<file path="config.mk">
export PLATFORM = sky130hd
export DESIGN_NAME = scs_sequencer
export DESIGN_NICKNAME = d
export VERILOG_FILES = /design/src/scs_pkg.sv /design/src/scs_sequencer.sv
export SDC_FILE = /design/constraint.sdc
export NUM_CORES = 1
export LEC_CHECK = 0
export ABC_AREA = 1
export ABC_CLOCK_PERIOD_IN_PS = 2600
export BUFFER_PORTS_ARGS = -buffer_cell sky130_fd_sc_hd__clkbuf_2
export CAP_MARGIN = 20
export CORE_MARGIN = 3
export CORE_UTILIZATION = 50
export DETAILED_ROUTE_END_ITERATION = 7
export GPL_TIMING_DRIVEN = 0
export PLACE_DENSITY = 0.83
export SLEW_MARGIN = 20
export SYNTH_ARGS = -nofsm -noshare
export SYNTH_HDL_FRONTEND = slang
export SYNTH_SLANG_ARGS = --single-unit
export TNS_END_PERCENT = 50
</file>
<file path="constraint.sdc">
create_clock -name CLK -period 2.6 [get_ports CLK]
set_input_delay 0.52 -clock CLK [delete_from_list [all_inputs] [get_ports CLK]]
set_output_delay 0.52 -clock CLK [all_outputs]
set_load 0.01 [all_outputs]
</file>
<file path="src/scs_pkg.sv">
/*
 * scs_pkg: constants and types shared by the converter sequencer.
 * Assumes a 32-bit AXI4-Lite register bus; every register index is
 * multiplied by four to form its byte address.
 */
package scs_pkg;
	// ----------------------------------------------------------------
	// register indices (byte address = index * 4)
	// ----------------------------------------------------------------
	localparam logic [7:0] IDX_CONTROL = 8'hE8;
	localparam logic [7:0] IDX_NEG_SELECT = 8'hBA;
	localparam logic [7:0] IDX_POS_SELECT = 8'hBB;
	localparam logic [7:0] IDX_CONFIG = 8'hBC;
	localparam logic [7:0] IDX_RESULT_LOW = 8'hBD;
	localparam logic [7:0] IDX_RESULT_HIGH = 8'hBE;

	// ----------------------------------------------------------------
	// control and config register bit positions
	// ----------------------------------------------------------------
	localparam int CTL_ENABLE = 7;
	localparam int CTL_TRACK_MODE = 6;
	localparam int CTL_DONE = 5;
	localparam int CTL_BUSY = 4;
	localparam int CTL_SRC_LSB = 1;
	localparam int CTL_JUSTIFY = 0;
	localparam int CFG_DIV_LSB = 3;

	// ----------------------------------------------------------------
	// reset values and counts
	// ----------------------------------------------------------------
	localparam logic [4:0] DIVISOR_RESET = 5'h1F;
	localparam logic [4:0] SELECT_RESET = 5'h00;
	localparam logic [4:0] NEG_GROUND = 5'h1F;
	localparam logic [7:0] LP_TRACK_CLOCKS = 8'h03;
	localparam logic [1:0] RESP_OKAY = 2'h0;
	localparam logic [1:0] RESP_SLVERR = 2'h2;

	typedef enum logic [2:0] {
		SRC_SOFTWARE,
		SRC_TIMER0,
		SRC_TIMER2,
		SRC_TIMER1,
		SRC_EXT_PIN,
		SRC_TIMER3
	} scs_source_e;

	typedef enum logic [2:0] {
		REG_NONE,
		REG_CONTROL,
		REG_NEG_SELECT,
		REG_POS_SELECT,
		REG_CONFIG,
		REG_RESULT_LOW,
		REG_RESULT_HIGH
	} scs_reg_e;

	typedef enum logic [1:0] {
		ST_IDLE,
		ST_TRACK,
		ST_CONVERT
	} scs_state_e;
endpackage

</file>
<file path="src/scs_sequencer.sv">
/*
 * scs_sequencer: start-source selection, conversion clock divider,
 * track/convert sequencing and register file of a 10-bit SAR converter.
 * Assumes timer overflow inputs are one-cycle pulses, the start pin and
 * all other inputs are synchronous to CLK, and RESULT_CODE holds the
 * analog core's finished code when the conversion phase ends.
 */
// Register access over AXI4-Lite was decided locally.
`timescale 1ns/10ps

module scs_sequencer #(
	parameter int ADDR_W = 12,
	parameter logic [7:0] CONV_CLOCKS = 8'h0B
) (
	input logic CLK,
	input logic RESET,
	input logic CE,
	input logic [ADDR_W-1:0] S_AXI_AWADDR,
	input logic S_AXI_AWVALID,
	output logic S_AXI_AWREADY,
	input logic [31:0] S_AXI_WDATA,
	input logic [3:0] S_AXI_WSTRB,
	input logic S_AXI_WVALID,
	output logic S_AXI_WREADY,
	output logic [1:0] S_AXI_BRESP,
	output logic S_AXI_BVALID,
	input logic S_AXI_BREADY,
	input logic [ADDR_W-1:0] S_AXI_ARADDR,
	input logic S_AXI_ARVALID,
	output logic S_AXI_ARREADY,
	output logic [31:0] S_AXI_RDATA,
	output logic [1:0] S_AXI_RRESP,
	output logic S_AXI_RVALID,
	input logic S_AXI_RREADY,
	input logic TIMER0_OVERFLOW,
	input logic TIMER1_OVERFLOW,
	input logic TIMER2_LOW_OVERFLOW,
	input logic TIMER2_HIGH_OVERFLOW,
	input logic TIMER2_SPLIT_MODE,
	input logic TIMER3_LOW_OVERFLOW,
	input logic TIMER3_HIGH_OVERFLOW,
	input logic TIMER3_SPLIT_MODE,
	input logic EXTERNAL_START_PIN,
	input logic STANDBY,
	input logic [9:0] RESULT_CODE,
	output logic TRACK,
	output logic CONVERTING,
	output logic CONVERSION_DONE_EVENT,
	output logic [4:0] POSITIVE_INPUT_CODE,
	output logic [4:0] NEGATIVE_INPUT_CODE
);
	import scs_pkg::*;

	// ----------------------------------------------------------------
	// state
	// ----------------------------------------------------------------
	typedef struct packed {
		logic enable;
		logic track_mode;
		logic done;
		logic justify;
		logic [2:0] source;
		logic [4:0] divisor;
		logic [4:0] pos_sel;
		logic [4:0] neg_sel;
		logic [15:0] result;
		scs_state_e st;
		logic [4:0] div_cnt;
		logic [7:0] sar_cnt;
		logic pin_prev;
		logic done_evt;
		logic track;
		logic bvalid;
		logic [1:0] bresp;
		logic rvalid;
		logic [1:0] rresp;
		logic [31:0] rdata;
	} scs_state_s;

	scs_state_s s;
	scs_state_s next_s;

	// ----------------------------------------------------------------
	// address decode, shared by read and write
	// ----------------------------------------------------------------
	function automatic scs_reg_e decode(input logic [ADDR_W-1:0] a);
		logic [9:0] idx;
		idx = a[ADDR_W-1:2];
		if (a[1:0] != 2'h0) begin
			decode = REG_NONE;
		end else if (idx == {2'h0, IDX_CONTROL}) begin
			decode = REG_CONTROL;
		end else if (idx == {2'h0, IDX_NEG_SELECT}) begin
			decode = REG_NEG_SELECT;
		end else if (idx == {2'h0, IDX_POS_SELECT}) begin
			decode = REG_POS_SELECT;
		end else if (idx == {2'h0, IDX_CONFIG}) begin
			decode = REG_CONFIG;
		end else if (idx == {2'h0, IDX_RESULT_LOW}) begin
			decode = REG_RESULT_LOW;
		end else if (idx == {2'h0, IDX_RESULT_HIGH}) begin
			decode = REG_RESULT_HIGH;
		end else begin
			decode = REG_NONE;
		end
	endfunction

	logic wr_go;
	logic rd_go;
	scs_reg_e wr_reg;
	scs_reg_e rd_reg;
	logic [7:0] ctl_read;
	logic sar_tick;
	logic trigger;
	logic sw_start;
	logic start;
	logic single_ended;
	logic [15:0] formatted;

	// write address and data are taken together so either arrival order works
	assign wr_go = S_AXI_AWVALID && S_AXI_WVALID && !s.bvalid;
	assign rd_go = S_AXI_ARVALID && !s.rvalid;
	assign wr_reg = decode(S_AXI_AWADDR);
	assign rd_reg = decode(S_AXI_ARADDR);

	assign ctl_read = {s.enable, s.track_mode, s.done, CONVERTING, s.source, s.justify};

	// ----------------------------------------------------------------
	// start source and conversion clock
	// ----------------------------------------------------------------
	assign sar_tick = (s.div_cnt == s.divisor);
	assign sw_start = wr_go && (wr_reg == REG_CONTROL) && S_AXI_WSTRB[0] && S_AXI_WDATA[CTL_BUSY];

	always_comb begin
		case (scs_source_e'(s.source))
			SRC_SOFTWARE: trigger = sw_start;
			SRC_TIMER0: trigger = TIMER0_OVERFLOW;
			SRC_TIMER1: trigger = TIMER1_OVERFLOW;
			SRC_TIMER2: trigger = TIMER2_SPLIT_MODE ? TIMER2_LOW_OVERFLOW : TIMER2_HIGH_OVERFLOW;
			SRC_TIMER3: trigger = TIMER3_SPLIT_MODE ? TIMER3_LOW_OVERFLOW : TIMER3_HIGH_OVERFLOW;
			SRC_EXT_PIN: trigger = EXTERNAL_START_PIN && !s.pin_prev;
			default: trigger = 1'b0;
		endcase
	end

	// triggers outside idle fall on the floor; nothing is queued
	assign start = s.enable && (s.st == ST_IDLE) && trigger;

	// ----------------------------------------------------------------
	// result formatting
	// ----------------------------------------------------------------
	assign single_ended = (s.neg_sel == NEG_GROUND);

	always_comb begin
		if (s.justify) begin
			formatted = {RESULT_CODE, 6'h00};
		end else if (single_ended) begin
			formatted = {6'h00, RESULT_CODE};
		end else begin
			formatted = {{6{RESULT_CODE[9]}}, RESULT_CODE};
		end
	end

	// ----------------------------------------------------------------
	// next state
	// ----------------------------------------------------------------
	always_comb begin
		next_s = s;
		next_s.done_evt = 1'b0;
		next_s.pin_prev = EXTERNAL_START_PIN;

		// bus responses
		if (s.bvalid && S_AXI_BREADY) begin
			next_s.bvalid = 1'b0;
		end
		if (s.rvalid && S_AXI_RREADY) begin
			next_s.rvalid = 1'b0;
		end
		if (wr_go) begin
			next_s.bvalid = 1'b1;
			next_s.bresp = (wr_reg == REG_NONE) ? RESP_SLVERR : RESP_OKAY;
			if (S_AXI_WSTRB[0]) begin
				if (wr_reg == REG_CONTROL) begin
					next_s.enable = S_AXI_WDATA[CTL_ENABLE];
					next_s.track_mode = S_AXI_WDATA[CTL_TRACK_MODE];
					next_s.source = S_AXI_WDATA[CTL_SRC_LSB +: 3];
					next_s.justify = S_AXI_WDATA[CTL_JUSTIFY];
					// writing zero clears the flag; writing one leaves it alone
					if (!S_AXI_WDATA[CTL_DONE]) begin
						next_s.done = 1'b0;
					end
				end else if (wr_reg == REG_NEG_SELECT) begin
					next_s.neg_sel = S_AXI_WDATA[4:0];
				end else if (wr_reg == REG_POS_SELECT) begin
					next_s.pos_sel = S_AXI_WDATA[4:0];
				end else if (wr_reg == REG_CONFIG) begin
					next_s.divisor = S_AXI_WDATA[CFG_DIV_LSB +: 5];
				end
			end
		end
		if (rd_go) begin
			next_s.rvalid = 1'b1;
			next_s.rresp = RESP_OKAY;
			if (rd_reg == REG_CONTROL) begin
				next_s.rdata = {24'h000000, ctl_read};
			end else if (rd_reg == REG_NEG_SELECT) begin
				next_s.rdata = {27'h0000000, s.neg_sel};
			end else if (rd_reg == REG_POS_SELECT) begin
				next_s.rdata = {27'h0000000, s.pos_sel};
			end else if (rd_reg == REG_CONFIG) begin
				next_s.rdata = {24'h000000, s.divisor, 3'h0};
			end else if (rd_reg == REG_RESULT_LOW) begin
				next_s.rdata = {24'h000000, s.result[7:0]};
			end else if (rd_reg == REG_RESULT_HIGH) begin
				next_s.rdata = {24'h000000, s.result[15:8]};
			end else begin
				next_s.rdata = 32'h00000000;
				next_s.rresp = RESP_SLVERR;
			end
		end

		// divider runs only during a conversion so each starts on a fresh phase
		if (s.st == ST_IDLE || sar_tick) begin
			next_s.div_cnt = 5'h00;
		end else begin
			next_s.div_cnt = s.div_cnt + 5'h01;
		end

		case (s.st)
			ST_IDLE: begin
				next_s.sar_cnt = 8'h00;
				if (start) begin
					// the pin source in low-power mode has already tracked while low
					if (s.track_mode && s.source != SRC_EXT_PIN) begin
						next_s.st = ST_TRACK;
					end else begin
						next_s.st = ST_CONVERT;
					end
				end
			end
			ST_TRACK: begin
				if (sar_tick) begin
					if (s.sar_cnt == LP_TRACK_CLOCKS - 8'h01) begin
						next_s.sar_cnt = 8'h00;
						next_s.st = ST_CONVERT;
					end else begin
						next_s.sar_cnt = s.sar_cnt + 8'h01;
					end
				end
			end
			ST_CONVERT: begin
				if (sar_tick) begin
					if (s.sar_cnt == CONV_CLOCKS - 8'h01) begin
						next_s.sar_cnt = 8'h00;
						next_s.st = ST_IDLE;
						next_s.result = formatted;
						next_s.done = 1'b1;
						next_s.done_evt = 1'b1;
					end else begin
						next_s.sar_cnt = s.sar_cnt + 8'h01;
					end
				end
			end
			default: next_s.st = ST_IDLE;
		endcase

		// disabling aborts any conversion and parks the converter
		if (!s.enable) begin
			next_s.st = ST_IDLE;
			next_s.sar_cnt = 8'h00;
		end

		// tracking switch for the sample stage
		if (!next_s.enable || STANDBY) begin
			next_s.track = 1'b0;
		end else if (!next_s.track_mode) begin
			next_s.track = (next_s.st != ST_CONVERT);
		end else if (next_s.source == SRC_EXT_PIN) begin
			next_s.track = (next_s.st == ST_IDLE) && !EXTERNAL_START_PIN;
		end else begin
			next_s.track = (next_s.st == ST_TRACK);
		end
	end

	// ----------------------------------------------------------------
	// registers
	// ----------------------------------------------------------------
	always_ff @(posedge CLK) begin
		if (RESET) begin
			s <= '0;
			s.divisor <= DIVISOR_RESET;
			s.pos_sel <= SELECT_RESET;
			s.neg_sel <= SELECT_RESET;
			s.st <= ST_IDLE;
		end else if (CE) begin
			s <= next_s;
		end
	end

	// ----------------------------------------------------------------
	// outputs
	// ----------------------------------------------------------------
	assign S_AXI_AWREADY = wr_go;
	assign S_AXI_WREADY = wr_go;
	assign S_AXI_BVALID = s.bvalid;
	assign S_AXI_BRESP = s.bresp;
	assign S_AXI_ARREADY = rd_go;
	assign S_AXI_RVALID = s.rvalid;
	assign S_AXI_RRESP = s.rresp;
	assign S_AXI_RDATA = s.rdata;
	assign CONVERTING = (s.st != ST_IDLE);
	assign TRACK = s.track;
	assign CONVERSION_DONE_EVENT = s.done_evt;
	assign POSITIVE_INPUT_CODE = s.pos_sel;
	assign NEGATIVE_INPUT_CODE = s.neg_sel;
endmodule

</file>
# --- Yosys cells after proc, flatten, opt, wreduce, memory -nomap -nowiden ---
# Cells that the tools add are included.
classes:
  add_sub_neg: 2
  n_mul: 0
  div: 0
  magnitude_cmp: 0
  eq_ne: 40
  shifts: 0
  mux: 70
  bitwise: 3
  n_reduce_logical: 39
ops:
  columns: ["op", "count"]
  rows:
  - ["10-bit by 8-bit equality test with 1-bit output (second input constant)", 12]
  - ["8-bit 2-to-1 mux", 11]
  - ["3-bit 2-to-1 mux", 15]
  - ["22-bit 2-to-1 mux", 2]
  - ["35-bit 2-to-1 mux", 1]
  - ["16-bit 2-to-1 mux", 2]
  - ["2-bit 2-to-1 mux", 14]
  - ["5-bit 2-to-1 mux", 5]
  - ["8-bit case mux with 3 select lines", 1]
  - ["3-bit equality test (second input constant)", 7]
  - ["3-bit by 2-bit equality test with 1-bit output (second input constant)", 6]
  - ["15-bit 2-to-1 mux", 1]
  - ["1-bit 2-to-1 mux", 14]
  - ["1-bit logical AND", 13]
  - ["4-bit AND reduction", 3]
  - ["10-bit 2-to-1 mux", 1]
  - ["2-bit nonzero test", 5]
  - ["3-bit by 1-bit equality test with 1-bit output (second input constant)", 3]
  - ["3-bit inequality test (second input constant)", 3]
  - ["8-bit by 1-bit adder with 8-bit output (second input constant)", 1]
  - ["8-bit by 2-bit equality test with 1-bit output (second input constant)", 1]
  - ["8-bit by 4-bit equality test with 1-bit output (second input constant)", 1]
  - ["2-bit AND reduction", 4]
  - ["7-bit 2-to-1 mux", 1]
  - ["other kinds (17)", 27]
word_totals:
  ff_bits: 94
  latchBits: 0
  mem_bits_rw: 0
  rom_bits: 0
  in_bits: 88
  out_inout_bits: 54
  mem_count: 0

# --- Logic depth before layout (Yosys ltp) ---
depth:
  depth_word: 22
  depth_mapped: 19

# --- Least setup slack after synthesis ---
# No wires, ideal clock.
synth_path:
  path_type: "input port to flip-flop"
  startpoint: "in S_AXI_AWVALID"
  endpoint: "reg s, in the netlist POSITIVE_INPUT_CODE[0]"
  setup_ns: 0.086
  arrival_time_ns: 2.015
  required_ns: 2.514
  path_slack_ns: 0.499
  stages: 10
  n_path_buf: 0
  path_cell_list: "nand2_1 > nor2_1 > inv_1 > nor2_1 > inv_1 > nor2_1 > inv_1 > nor4_4 > nor2_1 > a211oi_1"
synth_between:
  elab_chain_len: 3
synth_lines:
  columns: ["element", "line", "source"]
  rows:
  - ["start, declared", "scs_sequencer.sv:19", "input logic S_AXI_AWVALID,"]
  - ["1-bit logical AND (2 in series)", "scs_sequencer.sv:121", "assign wr_go = S_AXI_AWVALID && S_AXI_WVALID && !s.bvalid;"]
  - ["net S_AXI_AWREADY", "scs_sequencer.sv:20", "output logic S_AXI_AWREADY,"]
  - ["6-bit AND reduction (no line)", null, null]
  - ["end signal, assigned", "scs_sequencer.sv:296", "s <= next_s;"]
  - ["end, declared", "scs_sequencer.sv:80", "scs_state_s s;"]
# The timed path passes the listed nets, and every way through them passes these cells.
# A chain may end at the register's enable or synchronous reset.

# --- Final worst setup path ---
layout_path:
  startpoint: "in S_AXI_ARADDR[11]"
  endpoint: "reg s, in the netlist S_AXI_RDATA[4]"
layout_between:
  elab_chain_len: 15
layout_lines:
  columns: ["element", "line", "source"]
  rows:
  - ["start, declared", "scs_sequencer.sv:28", "input logic [ADDR_W-1:0] S_AXI_ARADDR,"]
  - ["10-bit by 8-bit equality test with 1-bit output", "scs_sequencer.sv:101", "end else if (idx == {2'h0, IDX_RESULT_HIGH}) begin"]
  - ["3-bit 2-to-1 mux", "scs_sequencer.sv:101", null]
  - ["3-bit 2-to-1 mux", "scs_sequencer.sv:99", "end else if (idx == {2'h0, IDX_RESULT_LOW}) begin"]
  - ["3-bit 2-to-1 mux", "scs_sequencer.sv:97", "end else if (idx == {2'h0, IDX_CONFIG}) begin"]
  - ["3-bit 2-to-1 mux", "scs_sequencer.sv:95", "end else if (idx == {2'h0, IDX_POS_SELECT}) begin"]
  - ["3-bit 2-to-1 mux", "scs_sequencer.sv:93", "end else if (idx == {2'h0, IDX_NEG_SELECT}) begin"]
  - ["3-bit 2-to-1 mux *", "scs_sequencer.sv:91", "end else if (idx == {2'h0, IDX_CONTROL}) begin"]
  - ["3-bit 2-to-1 mux *", "scs_sequencer.sv:89", "if (a[1:0] != 2'h0) begin"]
  - ["3-bit equality test", "scs_sequencer.sv:214", "end else if (rd_reg == REG_RESULT_HIGH) begin"]
  - ["8-bit 2-to-1 mux", "scs_sequencer.sv:214", null]
  - ["8-bit 2-to-1 mux", "scs_sequencer.sv:212", "end else if (rd_reg == REG_RESULT_LOW) begin"]
  - ["8-bit 2-to-1 mux", "scs_sequencer.sv:210", "end else if (rd_reg == REG_CONFIG) begin"]
  - ["8-bit 2-to-1 mux", "scs_sequencer.sv:208", "end else if (rd_reg == REG_POS_SELECT) begin"]
  - ["8-bit 2-to-1 mux", "scs_sequencer.sv:206", "end else if (rd_reg == REG_NEG_SELECT) begin"]
  - ["8-bit 2-to-1 mux *", "scs_sequencer.sv:204", "if (rd_reg == REG_CONTROL) begin"]
# Mark *: on every way between the ends. The rest lies on a longest branch, timed or not.

==> impl_results.md <==
* Cell family with most CP delay: compound AO/OA/AOI/OAI gates
* Post-Syn Area at around 4300 um2
* Total GRT Usage at a little under a quarter
* CP Cell Sequence: clkbuf_2 -> nor2_1 -> inv_1 -> nor2_1 -> o211ai_1 -> nor2_1 -> nand3_1 -> o21ai_0 -> nor2_1 -> o211ai_1 -> o211ai_1 -> a21oi_1
* Die area at between 9000 and 10,000 um2
* Global route total overflow at 0
* Hold EP: S_AXI_BVALID
* Vias per cell at ~5.2
* I/O Pins at about 140
* R2R cell count at 9
* Starting density of the core at approximately half
* Endpoints failing setup at 0
* Worst Path Arrival at approximately 2500 ps
* Top-count cell post-synth: nand2_1
* Hold Crit Depth at 4
* F_max at approximately 440 MHz
* Die span in x at 98.8 um
* Max Cap Viol at 0
* FF-to-FF Start: s[86]
* Max-slew violations at 0
* Worst path required time at about 2900 ps
* Synth area leaders: dfxtp_1, nand2_1, buf_4, inv_1, a21oi_1
* Crit path time final at approximately 2300 ps
* Largest net degree at the start of global routing at 12
* Reg2reg setup slack at about 420 ps
* Drt drc at 0
* Clk pwr share at 39.5%
* Clock buffer depth at 2
* Post-synth EDFFs at 0
* CTS tree: done
* Outcome: finished clean
* Layout Nets at between 800 and 900
* Detailed Place HPWL at between 8000 and 9000 um
* Cell with the most instances on the worst path: nor2_1
* Resize count post-CTS at 0
* Reg-to-Reg End: s[57]
* Post-DP Area at about 5000 um2
* Proportion of layout cells with a drive suffix above 1 at between 20% and 30%
* LEAKAGE at roughly 2.5 nW
* Vias in the first global route at approximately 4,000
* Skew final at 8.97 ps
* CP Class: input port to register
* Clock root cell: clkbuf_8
* Synth area leader: dfxtp_1
* Drt total wl at around 11,000 um
* Int Pwr at ~1.7 mW
* First DRT Iteration DRCs at 289
* Reg clk slew, reported paths at 70 ps
* Layout area overhead at 20.0%
* First-pass GRT wire length at about 18,000 um
* Postcts setup bufs at 0
* Worst path max stage delay at ~260 ps
* Pwr dens at roughly 440 nW/um2
* Die height at 98.8 um
* RSZ-0062 raised after global routing: no
* CP Capture Type: register
* Avg Cell Area, Syn at slightly below 7 um2
* Hold_sp: S_AXI_BREADY
* Remaining antenna violation count at 0
* Site row count at 33
* Fin Setup TNS at 0 ps
* PortBufs at 87
* Crit-path slowest cell: nand3_1
* Placer Congestion at roughly 0.94
* Tot Pwr at around 2.3 mW
* Seq pwr share at 47.5%
* Combinational Power Share at 13.0%
* Hold Violations, Final at 0
* Net Sw Frac at around a quarter
* Drt first pass iters at 5
* Seq/Total Area, Yosys at between 30% and 40%
* N_diodes at 0
* Post-Synthesis Cells at roughly 630
* Slew HR at 53.1%
* Fraction of registers with async set/reset at 0%
* Core area at between 8000 and 9000 um2
* Synth cell count leaders: nand2_1, inv_1, dfxtp_1, nor2_1, a21oi_1
* Library cells used by synthesis at 45
* Sw Pwr at between 0.5 and 0.6 mW
* Max IR drop VDD at a little over 200 uV
* Crit path buf inv count at 2
* Initial antenna violation count at 0
* Synth Register Bits at 68
* Vias after detailed routing at about 4,500
* Worst hold path type: input port to register
* Period utilization at between 80% and 90%
* Clk Latency, worst-skew pair at about 350 ps
* Design area at 5170 um2
* Crit-path max FO at 8
* Startpoint Class: input port
* Post-synth top flop: dfxtp_1
* Yosys warnings at 0
* Total CTS buffers at 9
* Routed WL per cell at 13.0 um
* Hold_buf cts at 0
* H-Tree Depth at 3
* Worst-Margin Slew at about 700 ps
* Synth top area share at 31.6%
* Clk sinks at 68
==> cell type report <==
class	count	area (um2)
flip-flops and latches	68	1360
clock buffers	12	155
repair buffers	87	435
multi-input cells	433	2270
inverters	96	362
well taps	105	131
clock inverters	4	47.5
plain buffers	61	413
fillers	736	3130
==> layer usage <==
| metal | wire length (um) | GRT usage [%] | up-vias |
|---|---|---|---|
| li1 | - | - | 2258 |
| met1 | 4680 | 28.8 | 1944 |
| met2 | 5170 | 37.2 | 236 |
| met3 | 1070 | 4.18 | 27 |
| met4 | 324 | 10.9 | 0 |
| met5 | 0 | 0 | - |
==> through the flow <==
step / hold slack, ps / setup slack [ps] / utilization (%) / instances
2_1_floorplan: 422 / 499 / - / 658
3_3_place_gp: 432 / 161 / 59.9 / 850
3_5_place_dp: 443 / 66.6 / 59.9 / 850
4_1_cts: 439 / 424 / 62.3 / 866
5_1_grt: 462 / 126 / 62.3 / 866
6_report: 446 / 347 / 62.3 / 866
==> how the worst max path moves through the flow <==
stage	slack, ps	to	cells past startpoint	startpoint
2_1_floorplan	500	POSITIVE_INPUT_CODE[0]	10	S_AXI_AWVALID
3_3_place_gp	160	S_AXI_RDATA[4]	12	S_AXI_ARADDR[11]
3_5_place_dp	70	S_AXI_RDATA[4]	12	S_AXI_ARADDR[11]
4_1_cts	420	S_AXI_RDATA[4]	12	S_AXI_ARADDR[11]
5_1_grt	130	NEGATIVE_INPUT_CODE[1]	9	S_AXI_BVALID
6_report	350	S_AXI_RDATA[4]	12	S_AXI_ARADDR[11]
==> kinds of logic (layout without fill, tap and decap cells) <==
| group | after synthesis | after routing | share of synthesized area [%] |
|---|---|---|---|
| and+or+nand+nor | 246 | 246 | 26.4 |
| buffers and inverters | 157 | 260 | 18.0 |
| AOI/OAI and AO/OA | 145 | 145 | 20.1 |
| DFF | 68 | 68 | 31.6 |
| xor gates and xnor gates | 9 | 9 | 1.83 |
| adders and majority gates | 7 | 7 | 2.03 |
| other | 1 | 26 | 0.0870 |
==> state kept, by name, summed over array words and instances (netlist names) <==
signal                 cells
S_AXI_RVALID               1
S_AXI_BVALID               1
CONVERSION_DONE_EVENT      1
S_AXI_RRESP                1
NEGATIVE_INPUT_CODE        5
TRACK                      1
POSITIVE_INPUT_CODE        5
S_AXI_BRESP                1
S_AXI_RDATA                8
s                         37
ctl_read                   7
==> power by group through the flow <==
stage	combinational (mW)	clock, mW	sequential, mW
final	0.293	0.891	1.07
after global routing	0.327	0.933	1.07
after CTS	0.289	0.894	1.07
after detailed placement	0.287	0	1.09
after global placement	0.280	0	1.09
after floorplan	0.184	0	1.09
==> cells in the final DEF (no fill, tap or decap), types with 3 or more instances in the layout <==
cell	count
a211oi_1	18
a21oi_1	62
buf_4	47
clkbuf_1	13
clkbuf_2	87
clkbuf_8	11
clkinv_2	3
conb_1	26
dfxtp_1	68
ha_1	7
inv_1	88
inv_2	6
nand2_1	112
nand2_2	3
nand3_1	32
nand4_1	12
nor2_1	65
nor3_1	6
nor4_4	3
o211ai_1	18
o21ai_0	27
o21ai_1	5
o221ai_1	3
o22ai_1	3
xor2_1	8
==> worst min-delay path, stage by stage <==
cell and delay [ps]:
clkbuf_2 80, nand2_1 40, nand2_1 50, a21oi_1 60
No activity file was read; power rests on OpenSTA's default activity.
